**src/rtl/dma_chan_params.svh**
```systemverilog
`ifndef DMA_CHAN_PARAMS_SVH
`define DMA_CHAN_PARAMS_SVH
`define OFS_SRC_ADDR   12'h000
`define OFS_DST_ADDR   12'h004
`define OFS_COUNT      12'h008
`define OFS_CHAN_CTRL  12'h00C
`define OFS_SRC_RELOAD 12'h010
`define OFS_DST_RELOAD 12'h014
`define OFS_CNT_RELOAD 12'h018
`define OFS_OPERATION  12'h020
`define OFS_EXT_REQSEL 12'h024
`define OFS_STANDBY    12'h028
`define BIT_CH_EN      0
`define BIT_TE         1
`define BIT_IE         2
`define BIT_TB         5
`define BIT_EMASK      22
`define BIT_DST_RLD    28
`define BIT_SINGLE     29
`define BIT_SRC_RLD    30
`define BIT_MASTER_EN  0
`define BIT_NMI        1
`define BIT_AE         2
`define BIT_MSTOP      0
`define RST_STANDBY    8'h01
`define RS_EXT_SEL     4'h8
`define AM_FIXED       2'h0
`define AM_INC         2'h1
`define AM_DEC         2'h2
`define SZ_BYTE        2'h0
`define SZ_WORD        2'h1
`endif

```
**src/rtl/dma_chan_pkg.sv**
```systemverilog
package dma_chan_pkg;
    typedef enum logic [2:0] {
        ST_IDLE  = 3'b001,
        ST_READ  = 3'b010,
        ST_WRITE = 3'b100
    } eng_state_t;

    typedef struct packed {
        logic       src_rld;
        logic       single_n;
        logic       dst_rld;
        logic       emask;
        logic [1:0] dm;
        logic [1:0] sm;
        logic [3:0] rs;
        logic       tb;
        logic [1:0] ts;
        logic       ie;
        logic       te;
        logic       en;
    } chan_ctrl_t;

    typedef struct packed {
        logic [31:0] addr;
        logic [31:0] data;
        logic [1:0]  size;
    } per_beat_t;
endpackage

```
**src/rtl/reloadable_dma_channel.sv**
```systemverilog
`timescale 1ns/1ps
`include "dma_chan_params.svh"
// What this block does
// RULE1 - clock gated while module stop bit set
// RULE2 - disabled channel performs no transfers
// RULE3 - setting enable starts servicing requests
// RULE4 - single mode: one transfer per request
// RULE5 - source reload bit reloads source and count
// RULE6 - destination reload bit reloads destination and count
// RULE7 - masked end flag keeps channel running
// RULE8 - destination address increments, decrements or fixed
// RULE9 - source address increments, decrements or fixed
// RULE10 - source code 1000 selects extension selector
// RULE11 - software picks cycle steal in single mode
// RULE12 - size field sets width and step
// RULE13 - interrupt enable gates end interrupt
// RULE14 - selector routes peripheral request to channel
// RULE15 - address error cleared by read then zero
// RULE16 - nmi flag cleared by read then zero
// RULE17 - master enable gates every channel
// RULE18 - software follows the setup order
// RULE19 - reload count register feeds count reload
// RULE20 - reload source register feeds source reload
// RULE21 - reload destination register feeds destination reload
// RULE22 - unmasked end disables channel, sets flag
// RULE23 - at zero, reload same cycle and continue
module reloadable_dma_channel
(
    input  wire logic                   clk_i,
    input  wire logic                   rst_n_i,
    input  wire logic                   psel_i,
    input  wire logic                   penable_i,
    input  wire logic                   pwrite_i,
    input  wire logic [11:0]            paddr_i,
    input  wire logic [31:0]            pwdata_i,
    output      logic [31:0]            prdata_o,
    output      logic                   pready_o,
    output      logic                   pslverr_o,
    input  wire logic [7:0]             per_req_i,
    input  wire logic                   nmi_i,
    output      logic                   mem_req_o,
    output      logic [31:0]            mem_addr_o,
    output      logic [1:0]             mem_size_o,
    input  wire logic                   mem_ack_i,
    input  wire logic                   mem_err_i,
    input  wire logic [31:0]            mem_rdata_i,
    output      logic                   per_valid_o,
    output      dma_chan_pkg::per_beat_t per_beat_o,
    input  wire logic                   per_ready_i,
    output      logic                   end_irq_o
);
    import dma_chan_pkg::*;

    eng_state_t  state_r;
    chan_ctrl_t  ctrl_r;
    logic [31:0] src_r;
    logic [31:0] dst_r;
    logic [31:0] cnt_r;
    logic [31:0] src_rld_r;
    logic [31:0] dst_rld_r;
    logic [31:0] cnt_rld_r;
    logic [7:0]  reqsel_r;
    logic [7:0]  standby_r;
    logic        men_r;
    logic        ae_r;
    logic        nmi_r;
    logic        ae_seen_r;
    logic        nmi_seen_r;
    logic        req_prev_r;
    logic        pend_r;
    logic [31:0] prdata_r;
    per_beat_t   beat_r;

    logic        acc_w;
    logic        acc_r;
    logic        mapped;
    logic        mstop;
    logic        sel_req;
    logic        req_edge;
    logic        go;
    logic        misalign;
    logic        start;
    logic        done;
    logic        last;
    logic        rld_any;
    logic [31:0] step;
    logic [31:0] rd_mux;
    logic [31:0] src_nxt;
    logic [31:0] dst_nxt;

    assign acc_w = psel_i && penable_i && pwrite_i;
    assign acc_r = psel_i && penable_i && !pwrite_i;
    assign mstop = standby_r[`BIT_MSTOP];

    always_comb begin
        mapped = 1'b1;
        rd_mux = 32'h0000_0000;
        case (paddr_i)
            `OFS_SRC_ADDR:   rd_mux = src_r;
            `OFS_DST_ADDR:   rd_mux = dst_r;
            `OFS_COUNT:      rd_mux = cnt_r;
            `OFS_CHAN_CTRL:  rd_mux = {1'b0, ctrl_r[17:15], 5'h00, ctrl_r[14], 6'h00, ctrl_r[13:6], 2'h0, ctrl_r[5:0]};
            `OFS_SRC_RELOAD: rd_mux = src_rld_r;
            `OFS_DST_RELOAD: rd_mux = dst_rld_r;
            `OFS_CNT_RELOAD: rd_mux = cnt_rld_r;
            `OFS_OPERATION:  rd_mux = {29'h0000_0000, ae_r, nmi_r, men_r};
            `OFS_EXT_REQSEL: rd_mux = {24'h00_0000, reqsel_r};
            `OFS_STANDBY:    rd_mux = {24'h00_0000, standby_r};
            default:         mapped = 1'b0;
        endcase
    end

    // Zero wait states; read data is latched in the setup cycle
    assign pready_o  = 1'b1;
    assign pslverr_o = psel_i && penable_i && !mapped;
    assign prdata_o  = prdata_r;

    always_ff @(posedge clk_i) begin
        if (!rst_n_i) begin
            prdata_r <= 32'h0000_0000;
        end else if (psel_i && !penable_i && !pwrite_i) begin
            prdata_r <= rd_mux;
        end
    end

    // RULE14 RULE10 request routing
    assign sel_req  = (ctrl_r.rs == `RS_EXT_SEL) && per_req_i[reqsel_r[2:0]];
    assign req_edge = sel_req && !req_prev_r;

    // RULE1 RULE2 RULE17 transfer gate
    assign go = !mstop && men_r && ctrl_r.en && !ae_r && !nmi_r && (cnt_r != 32'h0000_0000);

    // RULE12 step by transfer width
    always_comb begin
        case (ctrl_r.ts)
            `SZ_BYTE: step = 32'h0000_0001;
            `SZ_WORD: step = 32'h0000_0002;
            default:  step = 32'h0000_0004;
        endcase
    end

    always_comb begin
        case (ctrl_r.ts)
            `SZ_BYTE: misalign = 1'b0;
            `SZ_WORD: misalign = src_r[0] || dst_r[0];
            default:  misalign = (src_r[1:0] != 2'h0) || (dst_r[1:0] != 2'h0);
        endcase
    end

    // RULE9 source step mode
    always_comb begin
        case (ctrl_r.sm)
            `AM_INC: src_nxt = src_r + step;
            `AM_DEC: src_nxt = src_r - step;
            default: src_nxt = src_r;
        endcase
    end

    // RULE8 destination step mode
    always_comb begin
        case (ctrl_r.dm)
            `AM_INC: dst_nxt = dst_r + step;
            `AM_DEC: dst_nxt = dst_r - step;
            default: dst_nxt = dst_r;
        endcase
    end

    assign start   = (state_r == ST_IDLE) && go && pend_r && !misalign;
    assign done    = (state_r == ST_WRITE) && per_ready_i && !mstop;
    assign last    = done && (cnt_r == 32'h0000_0001);
    assign rld_any = ctrl_r.src_rld || ctrl_r.dst_rld;

    // RULE1 engine frozen while module stopped
    always_ff @(posedge clk_i) begin
        if (!rst_n_i) begin
            state_r <= ST_IDLE;
        end else if (!mstop) begin
            case (state_r)
                ST_IDLE:  if (start) state_r <= ST_READ;
                ST_READ:  if (mem_ack_i) state_r <= mem_err_i ? ST_IDLE : ST_WRITE;
                ST_WRITE: if (per_ready_i) state_r <= ST_IDLE;
                default:  state_r <= ST_IDLE;
            endcase
        end
    end

    assign mem_req_o   = (state_r == ST_READ) && !mstop;
    assign mem_addr_o  = src_r;
    assign mem_size_o  = ctrl_r.ts;
    assign per_valid_o = (state_r == ST_WRITE) && !mstop;
    assign per_beat_o  = beat_r;

    always_ff @(posedge clk_i) begin
        if (!rst_n_i) begin
            beat_r <= '0;
        end else if (state_r == ST_READ && mem_ack_i && !mstop) begin
            beat_r <= '{addr: dst_r, data: mem_rdata_i, size: ctrl_r.ts};
        end
    end

    // Pending request; in block mode one request covers the whole count
    always_ff @(posedge clk_i) begin
        if (!rst_n_i) begin
            req_prev_r <= 1'b0;
            pend_r     <= 1'b0;
        end else if (!mstop) begin
            req_prev_r <= sel_req;
            if (req_edge && ctrl_r.en) begin
                pend_r <= 1'b1;
            // RULE4 one transfer per request
            end else if (done && (!ctrl_r.single_n || last)) begin
                pend_r <= 1'b0;
            end else if (!ctrl_r.en) begin
                pend_r <= 1'b0;
            end
        end
    end

    // Address and count registers
    always_ff @(posedge clk_i) begin
        if (!rst_n_i) begin
            src_r <= 32'h0000_0000;
            dst_r <= 32'h0000_0000;
            cnt_r <= 32'h0000_0000;
        end else if (last && rld_any) begin
            // RULE23 RULE5 RULE6 reload in the same cycle
            // A side that is not reloaded keeps stepping in its own mode
            // RULE20 source reload
            src_r <= ctrl_r.src_rld ? src_rld_r : src_nxt;
            // RULE21 destination reload
            dst_r <= ctrl_r.dst_rld ? dst_rld_r : dst_nxt;
            // RULE19 count reload
            cnt_r <= cnt_rld_r;
        end else if (done) begin
            src_r <= src_nxt;
            dst_r <= dst_nxt;
            cnt_r <= cnt_r - 32'h0000_0001;
        end else if (acc_w) begin
            if (paddr_i == `OFS_SRC_ADDR) src_r <= pwdata_i;
            if (paddr_i == `OFS_DST_ADDR) dst_r <= pwdata_i;
            if (paddr_i == `OFS_COUNT)    cnt_r <= pwdata_i;
        end
    end

    always_ff @(posedge clk_i) begin
        if (!rst_n_i) begin
            src_rld_r <= 32'h0000_0000;
            dst_rld_r <= 32'h0000_0000;
            cnt_rld_r <= 32'h0000_0000;
            reqsel_r  <= 8'h00;
            standby_r <= `RST_STANDBY;
        end else if (acc_w) begin
            if (paddr_i == `OFS_SRC_RELOAD) src_rld_r <= pwdata_i;
            if (paddr_i == `OFS_DST_RELOAD) dst_rld_r <= pwdata_i;
            if (paddr_i == `OFS_CNT_RELOAD) cnt_rld_r <= pwdata_i;
            if (paddr_i == `OFS_EXT_REQSEL) reqsel_r  <= pwdata_i[7:0];
            if (paddr_i == `OFS_STANDBY)    standby_r <= pwdata_i[7:0];
        end
    end

    // Channel control; hardware end events win over a software write
    always_ff @(posedge clk_i) begin
        if (!rst_n_i) begin
            ctrl_r <= '0;
        end else begin
            if (acc_w && paddr_i == `OFS_CHAN_CTRL) begin
                // RULE3 enable written by software
                ctrl_r <= chan_ctrl_t'({pwdata_i[30:28], pwdata_i[22], pwdata_i[15:8], pwdata_i[5:0]});
            end
            if (last) begin
                ctrl_r.te <= 1'b1;
                // RULE22 RULE7 stop only when end flag unmasked
                if (!ctrl_r.emask) ctrl_r.en <= 1'b0;
            end
        end
    end

    // RULE13 end interrupt
    assign end_irq_o = ctrl_r.te && ctrl_r.ie;

    // Operation register flags; clear needs a prior read of one
    always_ff @(posedge clk_i) begin
        if (!rst_n_i) begin
            men_r      <= 1'b0;
            ae_r       <= 1'b0;
            nmi_r      <= 1'b0;
            ae_seen_r  <= 1'b0;
            nmi_seen_r <= 1'b0;
        end else begin
            if (acc_w && paddr_i == `OFS_OPERATION) men_r <= pwdata_i[`BIT_MASTER_EN];
            // RULE15 address error flag
            if ((start == 1'b0 && state_r == ST_IDLE && go && pend_r && misalign) ||
                (state_r == ST_READ && mem_ack_i && mem_err_i && !mstop)) begin
                ae_r <= 1'b1;
            end else if (acc_w && paddr_i == `OFS_OPERATION && !pwdata_i[`BIT_AE] && ae_seen_r) begin
                ae_r      <= 1'b0;
                ae_seen_r <= 1'b0;
            end else if (acc_r && paddr_i == `OFS_OPERATION && ae_r) begin
                ae_seen_r <= 1'b1;
            end
            // RULE16 nmi flag
            if (nmi_i) begin
                nmi_r <= 1'b1;
            end else if (acc_w && paddr_i == `OFS_OPERATION && !pwdata_i[`BIT_NMI] && nmi_seen_r) begin
                nmi_r      <= 1'b0;
                nmi_seen_r <= 1'b0;
            end else if (acc_r && paddr_i == `OFS_OPERATION && nmi_r) begin
                nmi_seen_r <= 1'b1;
            end
        end
    end

    stop_freezes_a: assert property (@(posedge clk_i) disable iff (!rst_n_i) // RULE1
        mstop && state_r == ST_IDLE |=> state_r == ST_IDLE)
        else $error("engine left idle while stopped");

    disabled_idle_a: assert property (@(posedge clk_i) disable iff (!rst_n_i) // RULE2
        state_r == ST_IDLE && !ctrl_r.en |=> state_r == ST_IDLE)
        else $error("disabled channel started");

    master_gate_a: assert property (@(posedge clk_i) disable iff (!rst_n_i) // RULE17
        state_r == ST_IDLE && !men_r |=> state_r != ST_READ)
        else $error("transfer without master enable");

    source_sel_a: assert property (@(posedge clk_i) disable iff (!rst_n_i) // RULE10
        $rose(state_r == ST_READ) |-> $past(ctrl_r.rs) == `RS_EXT_SEL)
        else $error("transfer with wrong request source");

    single_req_a: assert property (@(posedge clk_i) disable iff (!rst_n_i) // RULE4
        done && !ctrl_r.single_n && !(req_edge && ctrl_r.en) |=> !pend_r)
        else $error("request not consumed");

    reload_copy_a: assert property (@(posedge clk_i) disable iff (!rst_n_i) // RULE23
        last && rld_any |=> cnt_r == $past(cnt_rld_r) && state_r == ST_IDLE)
        else $error("count not reloaded");

    end_stop_a: assert property (@(posedge clk_i) disable iff (!rst_n_i) // RULE22
        last && !ctrl_r.emask |=> !ctrl_r.en && ctrl_r.te)
        else $error("unmasked end did not stop channel");

    mask_run_a: assert property (@(posedge clk_i) disable iff (!rst_n_i) // RULE7
        last && ctrl_r.emask && !acc_w |=> ctrl_r.en && ctrl_r.te)
        else $error("masked end stopped channel");

    fixed_dst_a: assert property (@(posedge clk_i) disable iff (!rst_n_i) // RULE8
        done && ctrl_r.dm == `AM_FIXED && !ctrl_r.dst_rld |=> $stable(dst_r))
        else $error("fixed destination moved");

    src_step_a: assert property (@(posedge clk_i) disable iff (!rst_n_i) // RULE12
        done && !last && ctrl_r.sm == `AM_INC |=> src_r == $past(src_r) + $past(step))
        else $error("source step wrong");

    ae_read_first_a: assert property (@(posedge clk_i) disable iff (!rst_n_i) // RULE15
        ae_r && !ae_seen_r |=> ae_r)
        else $error("address error cleared without read");

    irq_gate_a: assert property (@(posedge clk_i) disable iff (!rst_n_i) // RULE13
        last && ctrl_r.ie |=> end_irq_o)
        else $error("end interrupt missing");

    src_reload_a: assert property (@(posedge clk_i) disable iff (!rst_n_i) // RULE20
        last && ctrl_r.src_rld |=> src_r == $past(src_rld_r))
        else $error("source not reloaded");

    dst_reload_a: assert property (@(posedge clk_i) disable iff (!rst_n_i) // RULE21
        last && ctrl_r.dst_rld |=> dst_r == $past(dst_rld_r))
        else $error("destination not reloaded");

    nmi_read_first_a: assert property (@(posedge clk_i) disable iff (!rst_n_i) // RULE16
        nmi_r && !nmi_seen_r |=> nmi_r)
        else $error("nmi flag cleared without read");

    enable_start_a: assert property (@(posedge clk_i) disable iff (!rst_n_i) // RULE3
        start |=> state_r == ST_READ)
        else $error("enabled channel did not start");
endmodule

```
**config.mk**
```make
export PLATFORM = sky130hd
export DESIGN_NAME = reloadable_dma_channel
export DESIGN_NICKNAME = d
export VERILOG_FILES = /design/src/rtl/dma_chan_pkg.sv /design/src/rtl/reloadable_dma_channel.sv
export VERILOG_INCLUDE_DIRS = /design/src /design/src/rtl
export SDC_FILE = /design/constraint.sdc
export NUM_CORES = 1
export LEC_CHECK = 0
export BUFFER_PORTS_ARGS = -buffer_cell sky130_fd_sc_hd__buf_2
export CORE_MARGIN = 2
export CORE_UTILIZATION = 45
export CTS_BUF_LIST = sky130_fd_sc_hd__clkbuf_16
export DETAILED_ROUTE_END_ITERATION = 10
export GPL_TIMING_DRIVEN = 0
export REMOVE_ABC_BUFFERS = 1
export SETUP_SLACK_MARGIN = 0.1
export SKIP_CTS_REPAIR_TIMING = 1
export SLEW_MARGIN = 20
export SYNTH_ARGS = -nofsm -noshare
export SYNTH_HDL_FRONTEND = slang
export SYNTH_SLANG_ARGS = --single-unit
```
**constraint.sdc**
```tcl
create_clock -name clk_i -period 5.02 [get_ports clk_i]
set_clock_uncertainty 0.05 [all_clocks]
set_input_delay 1.004 -clock clk_i [delete_from_list [all_inputs] [get_ports clk_i]]
set_output_delay 1.004 -clock clk_i [all_outputs]
set_load 0.1 [all_outputs]
```
# Word-level counts from Yosys, hierarchy flattened
# Cells that the tools add are included.
[word_totals]
rom_bits = 0
latchBits = 0
regBits = 334
input_bits = 93
n_memories = 0
word_cells = 191
ram_bits = 0
out_inout_bits = 137
[classes]
n_reduce_logical = 85
n_bitwise = 4
multipliers = 0
eq_ne = 23
addsub = 5
n_shift = 0
div = 0
magnitude_cmp = 1
muxes = 41
[ops]
columns = ["operator", "count"]
rows = [
  ["$mux 32", 14],
  ["$pmux 32 s10", 1],
  ["$pmux 32 s2", 2],
  ["$add 32x32->32", 2],
  ["$sub 32x32->32", 2],
  ["$logic_and 1x1->1", 42],
  ["$eq 12x5->1 const B", 3],
  ["$eq 12x6->1 const B", 3],
  ["$eq 32x1->1 const B", 1],
  ["$reduce_bool 32->1", 1],
  ["$sub 32x1->32 const B", 1],
  ["$eq 12x4->1 const B", 2],
  ["$reduce_and 2->1", 11],
  ["$mux 1", 14],
  ["$reduce_bool 2->1", 7],
  ["$eq 12x3->1 const B", 1],
  ["$logic_not 12->1", 1],
  ["$mux 3", 4],
  ["$reduce_bool 3->1", 4],
  ["$logic_not 1->1", 11],
  ["$reduce_or 10->1", 1],
  ["$pmux 3 s3", 1],
  ["$eq 2x1->1 const B", 3],
  ["$ne 2x2->1 const B", 3],
  ["15 further kinds", 24],
]

# Logic depth before layout (Yosys ltp)
[logic_depth]
ltp_word = 17
mapped_depth = 16
ltp_nobuf = 15

# Least setup slack after synthesis
# Ideal clock, no wire load.
[synth_timing]
path_kind = "reg-to-reg"
start = "register standby_r[0]"
end = "register cnt_r[10]"
required_ns = 4.838
path_buffers = 4
period_less_slack_ns = 5.945
setup_time_ns = 0.132
path_stages_with_launch = 13
arrival_ns = 5.763
setup_slack_ns = -0.925
path_cell_list = "dfxtp_1 clkbuf_1 nor4b_1 nand3_1 nor4_4 and2_1 buf_2 o21ai_1 and2_1 buf_6 buf_6 a211oi_2 nor3_1"
[synth_between]
elab_chain_len = 6
elab_cells_between_ends = 9
classes_between = "2 x mux; 7 x reduce/logical"
[synth_rtl]
columns = ["element", "line", "text"]
rows = [
  ["start, declared", "reloadable_dma_channel.sv:63", "logic [7:0] standby_r;"],
  ["start signal, assigned", "reloadable_dma_channel.sv:251", "standby_r <= `RST_STANDBY;"],
  ["start signal, assigned", "reloadable_dma_channel.sv:257", "if (paddr_i == `OFS_STANDBY) standby_r <= pwdata_i[7:0];"],
  ["$logic_not 1->1 *", "reloadable_dma_channel.sv:169", "assign done = (state_r == ST_WRITE) && per_ready_i && !mstop;"],
  ["$logic_and 1x1->1 *", "reloadable_dma_channel.sv:169", ""],
  ["$logic_and 1x1->1", "reloadable_dma_channel.sv:170", "assign last = done && (cnt_r == 32'h0000_0001);"],
  ["$logic_and 1x1->1", "reloadable_dma_channel.sv:225", "end else if (last && rld_any) begin"],
  ["$reduce_bool 3->1 (no line)", "-", ""],
  ["$reduce_and 2->1 (no line)", "-", ""],
  ["end signal, assigned", "reloadable_dma_channel.sv:233", "cnt_r <= cnt_rld_r;"],
  ["end signal, assigned", "reloadable_dma_channel.sv:237", "cnt_r <= cnt_r - 32'h0000_0001;"],
  ["end signal, assigned", "reloadable_dma_channel.sv:241", "if (paddr_i == `OFS_COUNT) cnt_r <= pwdata_i;"],
  ["end, declared", "reloadable_dma_channel.sv:58", "logic [31:0] cnt_r;"],
]
# Every way passes the cells marked *; elsewhere a longest branch is shown, timed or not.
# A chain may end at the register's enable or synchronous reset.

# Worst setup path in the final report
[layout_timing]
start = "register cnt_r[4]"
end = "register dst_r[17]"
[layout_between]
elab_chain_len = 5
elab_cells_between_ends = 7
classes_between = "1 x eq/ne; 1 x mux; 5 x reduce/logical"
[layout_rtl]
columns = ["element", "line", "text"]
rows = [
  ["$eq 32x1->1 *", "reloadable_dma_channel.sv:170", ""],
  ["$logic_and 1x1->1 *", "reloadable_dma_channel.sv:170", ""],
  ["$logic_and 1x1->1 *", "reloadable_dma_channel.sv:225", ""],
  ["$reduce_bool 3->1 (no line)", "-", ""],
  ["$reduce_and 2->1 (no line)", "-", ""],
  ["end signal, assigned", "reloadable_dma_channel.sv:231", "dst_r <= ctrl_r.dst_rld ? dst_rld_r : dst_nxt;"],
  ["end signal, assigned", "reloadable_dma_channel.sv:236", "dst_r <= dst_nxt;"],
  ["end signal, assigned", "reloadable_dma_channel.sv:240", "if (paddr_i == `OFS_DST_ADDR) dst_r <= pwdata_i;"],
  ["end, declared", "reloadable_dma_channel.sv:57", "logic [31:0] dst_r;"],
]
# Marks and branches as above.

==> results.txt <==
The run finished with clean final reports. In the synthesized netlist, the number of instances is 2690. The maximum buffer depth of the clock tree is 3. For this run, the leading register cell type out of synthesis is dfxtp_1.

The initial core utilization is 45.3%. The chip width is 214 um. Of all cell types, the one taking the most synthesized area is dfxtp_1. The register bit total from synthesis came out at 334.

The detailed-router iteration count before antenna repair is 6. Data on the critical path is required at its endpoint by 5.48 ns. The TritonCTS sink count came out at 334. The clock latency at the later pin of the worst-skew pair came out at a little under 0.6 ns. In this run the number of H-tree levels came out at 2.

The top-level I/O count is 230. The endpoint class of the critical path is a flip-flop. The clock-pin slew on the worst setup and hold paths is 0.06 ns. Dividing total power by cell area gives a power density of ~250 nW/um2. The portion of the post-synthesis area used by sequential elements is about a third.

Setup repair after global routing left no endpoint under its margin. The depth of the worst register-to-register path is 8. The number of clock buffers inserted by TritonCTS is 39. The worst hold path terminates at per_beat_o[55]. The number of global-route vias before repair is 20400. The global-route usage over all layers came out at 34.7%. The mean instance size in the synthesized netlist came out at 7.40 um2. The average wire per cell in the routed design is 24.1 um.

The minimum hold slack came out at 0.398 ns. The region available for standard cell placement spans 43900 um2. The number of nets in the finished design is 2965. The detail-routed via count per cell is approximately 6.3. The area enclosed by the die boundary is approximately 46000 um2. The startpoint identified for the worst register-to-register timing path is cnt_r[4]. The kind of start point of the critical path is a flip-flop. The highest clock rate came out at 216 MHz.

The ratio of final minimum period to clock period is 92.4%. The post-synthesis instance area is 19900 um2. The area added between synthesis and finish came out at 15.5%. The worst setup slack for register-to-register paths is 0.38 ns.

The final-layout setup total negative slack came out at 0 ns. The overall via count from detail_route came out at 21700. The maximum ir drop on the vdd rail came out at ~0.00023 V. The worst min-delay path category is reg -> reg. Routability-driven placement finished with a final weighted congestion of 0.934. The count of filler cells inserted in the layout is roughly 4400. The combined flip-flop and latch cell area came out at 6690 um2.

The cell depth of the worst min-delay path is 2. The number of buffers added on ports came out at 228. In this run the worst path has a maximum fanout of 56.

The number of violations of the max-capacitance limit came out at 0. The startpoint identified for the worst hold timing path is per_beat_o[55]. The top-area cell type share of the netlist area came out at 33.6%.

The post-route netlist has a little over an eighth of its cells at a drive strength greater than 1. By area the synthesized netlist is led by dfxtp_1 34%, nand2_1 11%, a21oi_1 9.2%. From bottom edge to top edge, the die measures between 200 and 250 um. The pin count of the biggest net entering global routing is about 120. The wire-length estimate of the detail-placed layout is 57300 um. The normalized max-slew margin is 25.3%. The detailed-route wire length came out at 82500 um.

The area used by multi-input combinational logic came out at approximately 12000 um2. The critical register-to-register path endpoint is dst_r[17]. The cell leakage power came out at 0.00878 uW.

The arrival time at the worst endpoint came out at between 5 and 6 ns. The number of endpoints with negative hold slack in the final report is 0. The count of antenna-violating nets left after detailed routing is 0. For the pin with the worst max-slew slack, the measured transition is 1.12 ns. The Yosys warning count came out at 0. The initial antenna violation count is 4. The residual DRC count came out at 0. The sum of overflow across all layers after global routing came out at 0. The count of distinct cell types in the synthesized netlist is 87. The number of violations reported at the end of detailed-routing iteration 0 came out at 2499. The root buffer cell is clkbuf_16.

The kind of critical path is reg -> reg. The max-slew violation count is 0. The post-route minimum period came out at ~4.6 ns. Setup violations remaining at the end of the flow were counted as 0. Yosys mapped a number of flops with a built-in enable equal to 0. TritonCTS built the clock tree. In this run the core area contains between 70 and 80 standard-cell rows. The first-pass GRT wire length is approximately 120000 um. The post-synthesis async set-or-reset flop share is 0%.
registers in the layout (all words and copies together), names as in the netlist, 16 cells and up:
| name | flops |
|---|---|
| ctrl_r | 16 |
| cnt_rld_r | 32 |
| dst_rld_r | 32 |
| src_rld_r | 32 |
| per_beat_o | 66 |
| prdata_o | 32 |
| mem_addr_o | 32 |
| cnt_r | 32 |
| dst_r | 32 |
where the power goes:
part	leakage (uW)	internal [uW]	switching, uW
logic	0.00548	74.6	242
clock network	0.000601	1440	1220
registers	0.00269	2660	9.91
total	0.00878	4180	1470
critical path: stages, from the launching register on:
cell and delay [ns]:
dfxtp_1 0.38, or4_4 0.61, or4_4 0.56, nor4_4 0.71, and2_4 0.68, buf_16 0.32, nand2_1 0.57, or3_1 0.56
o221ai_1 0.07
layer usage:
layer	global-route usage, %	wire length (um)
met1	43.1	32600
met2	56.1	37400
met3	6.17	6950
met4	21.1	5550
met5	0	25
final cells by class:
type / count / area share, %
multi-input cells: 2116 / 53.9
repair buffers: 269 / 8.07
well taps: 592 / 3.22
clock buffers: 40 / 4.36
flip-flops and latches: 334 / 29.1
diodes: 2 / 0.0218
inverters: 40 / 0.692
clock inverters: 29 / 0.588
stage by stage:
step | instance area [um2] | util [%] | cells | total power [uW] | setup slack, ns
after floorplan | 19100 | - | 2490 | 2900 | -2.81
after global placement | 21000 | 47.7 | 3310 | 3030 | -3.60
after detailed placement | 21800 | 49.7 | 3351 | 3040 | 0.388
final | 23000 | 52.3 | 3422 | 5650 | 0.381
after CTS | 23000 | 52.2 | 3420 | 5660 | 0.355
after global routing | 23000 | 52.3 | 3421 | 5780 | 0.321
worst max path at each step:
stage | startpoint | to | slack (ns) | cells after the start
after floorplan | standby_r[0] | cnt_r[25] | -2.81 | 9
after global placement | paddr_i[7] | ctrl_r[9] | -3.60 | 7
after detailed placement | standby_r[0] | dst_r[27] | 0.39 | 9
after CTS | standby_r[0] | dst_r[17] | 0.35 | 8
after global routing | cnt_r[4] | dst_r[17] | 0.32 | 8
final | cnt_r[4] | dst_r[17] | 0.38 | 8
layout by cell type (no fill, tap or decap), types with 13 or more instances in the layout:
| cell type | count |
|---|---|
| a211oi_1 | 49 |
| a21o_1 | 30 |
| a21oi_1 | 363 |
| a221oi_1 | 49 |
| a222oi_1 | 19 |
| a22o_1 | 28 |
| a22oi_1 | 15 |
| a31oi_1 | 44 |
| and3_1 | 15 |
| buf_2 | 231 |
| clkbuf_16 | 40 |
| dfxtp_1 | 332 |
| ha_1 | 68 |
| inv_1 | 49 |
| mux2i_1 | 18 |
| nand2_1 | 552 |
| nand2b_1 | 15 |
| nand3_1 | 35 |
| nand4_1 | 18 |
| nor2_1 | 158 |
| nor3_1 | 46 |
| nor4_1 | 17 |
| o211ai_1 | 36 |
| o21ai_0 | 211 |
| o21bai_1 | 15 |
| o221ai_1 | 20 |
| o22ai_1 | 21 |
| or3_1 | 13 |
| xnor2_1 | 48 |
| xor2_1 | 26 |
logic make-up after synthesis:
kind of cell	count (synthesis)	synth area share, %
flops	334	33.6
buf+inv	240	4.87
mux	26	1.47
compound gates	999	31.7
xor+xnor	74	3.26
fa+ha+maj	72	4.60
other cells	1	0.0188
simple gates	944	20.5
Yosys cell counts (all sizes together) (18+ instances only):
cell type / n
xor2: 26
mux2i: 18
nand3: 35
clkbuf: 167
ha: 70
o211ai: 36
nand4: 18
o21ai: 214
and2: 18
a22o: 28
buf: 33
a21oi: 365
a21o: 30
nor3: 52
a222oi: 19
inv: 39
xnor2: 48
o221ai: 20
nor4: 20
a221oi: 49
dfxtp: 334
nor2: 164
a31oi: 44
o22ai: 21
a211oi: 60
nand2: 561
No activity file was read; power rests on OpenSTA's default activity.
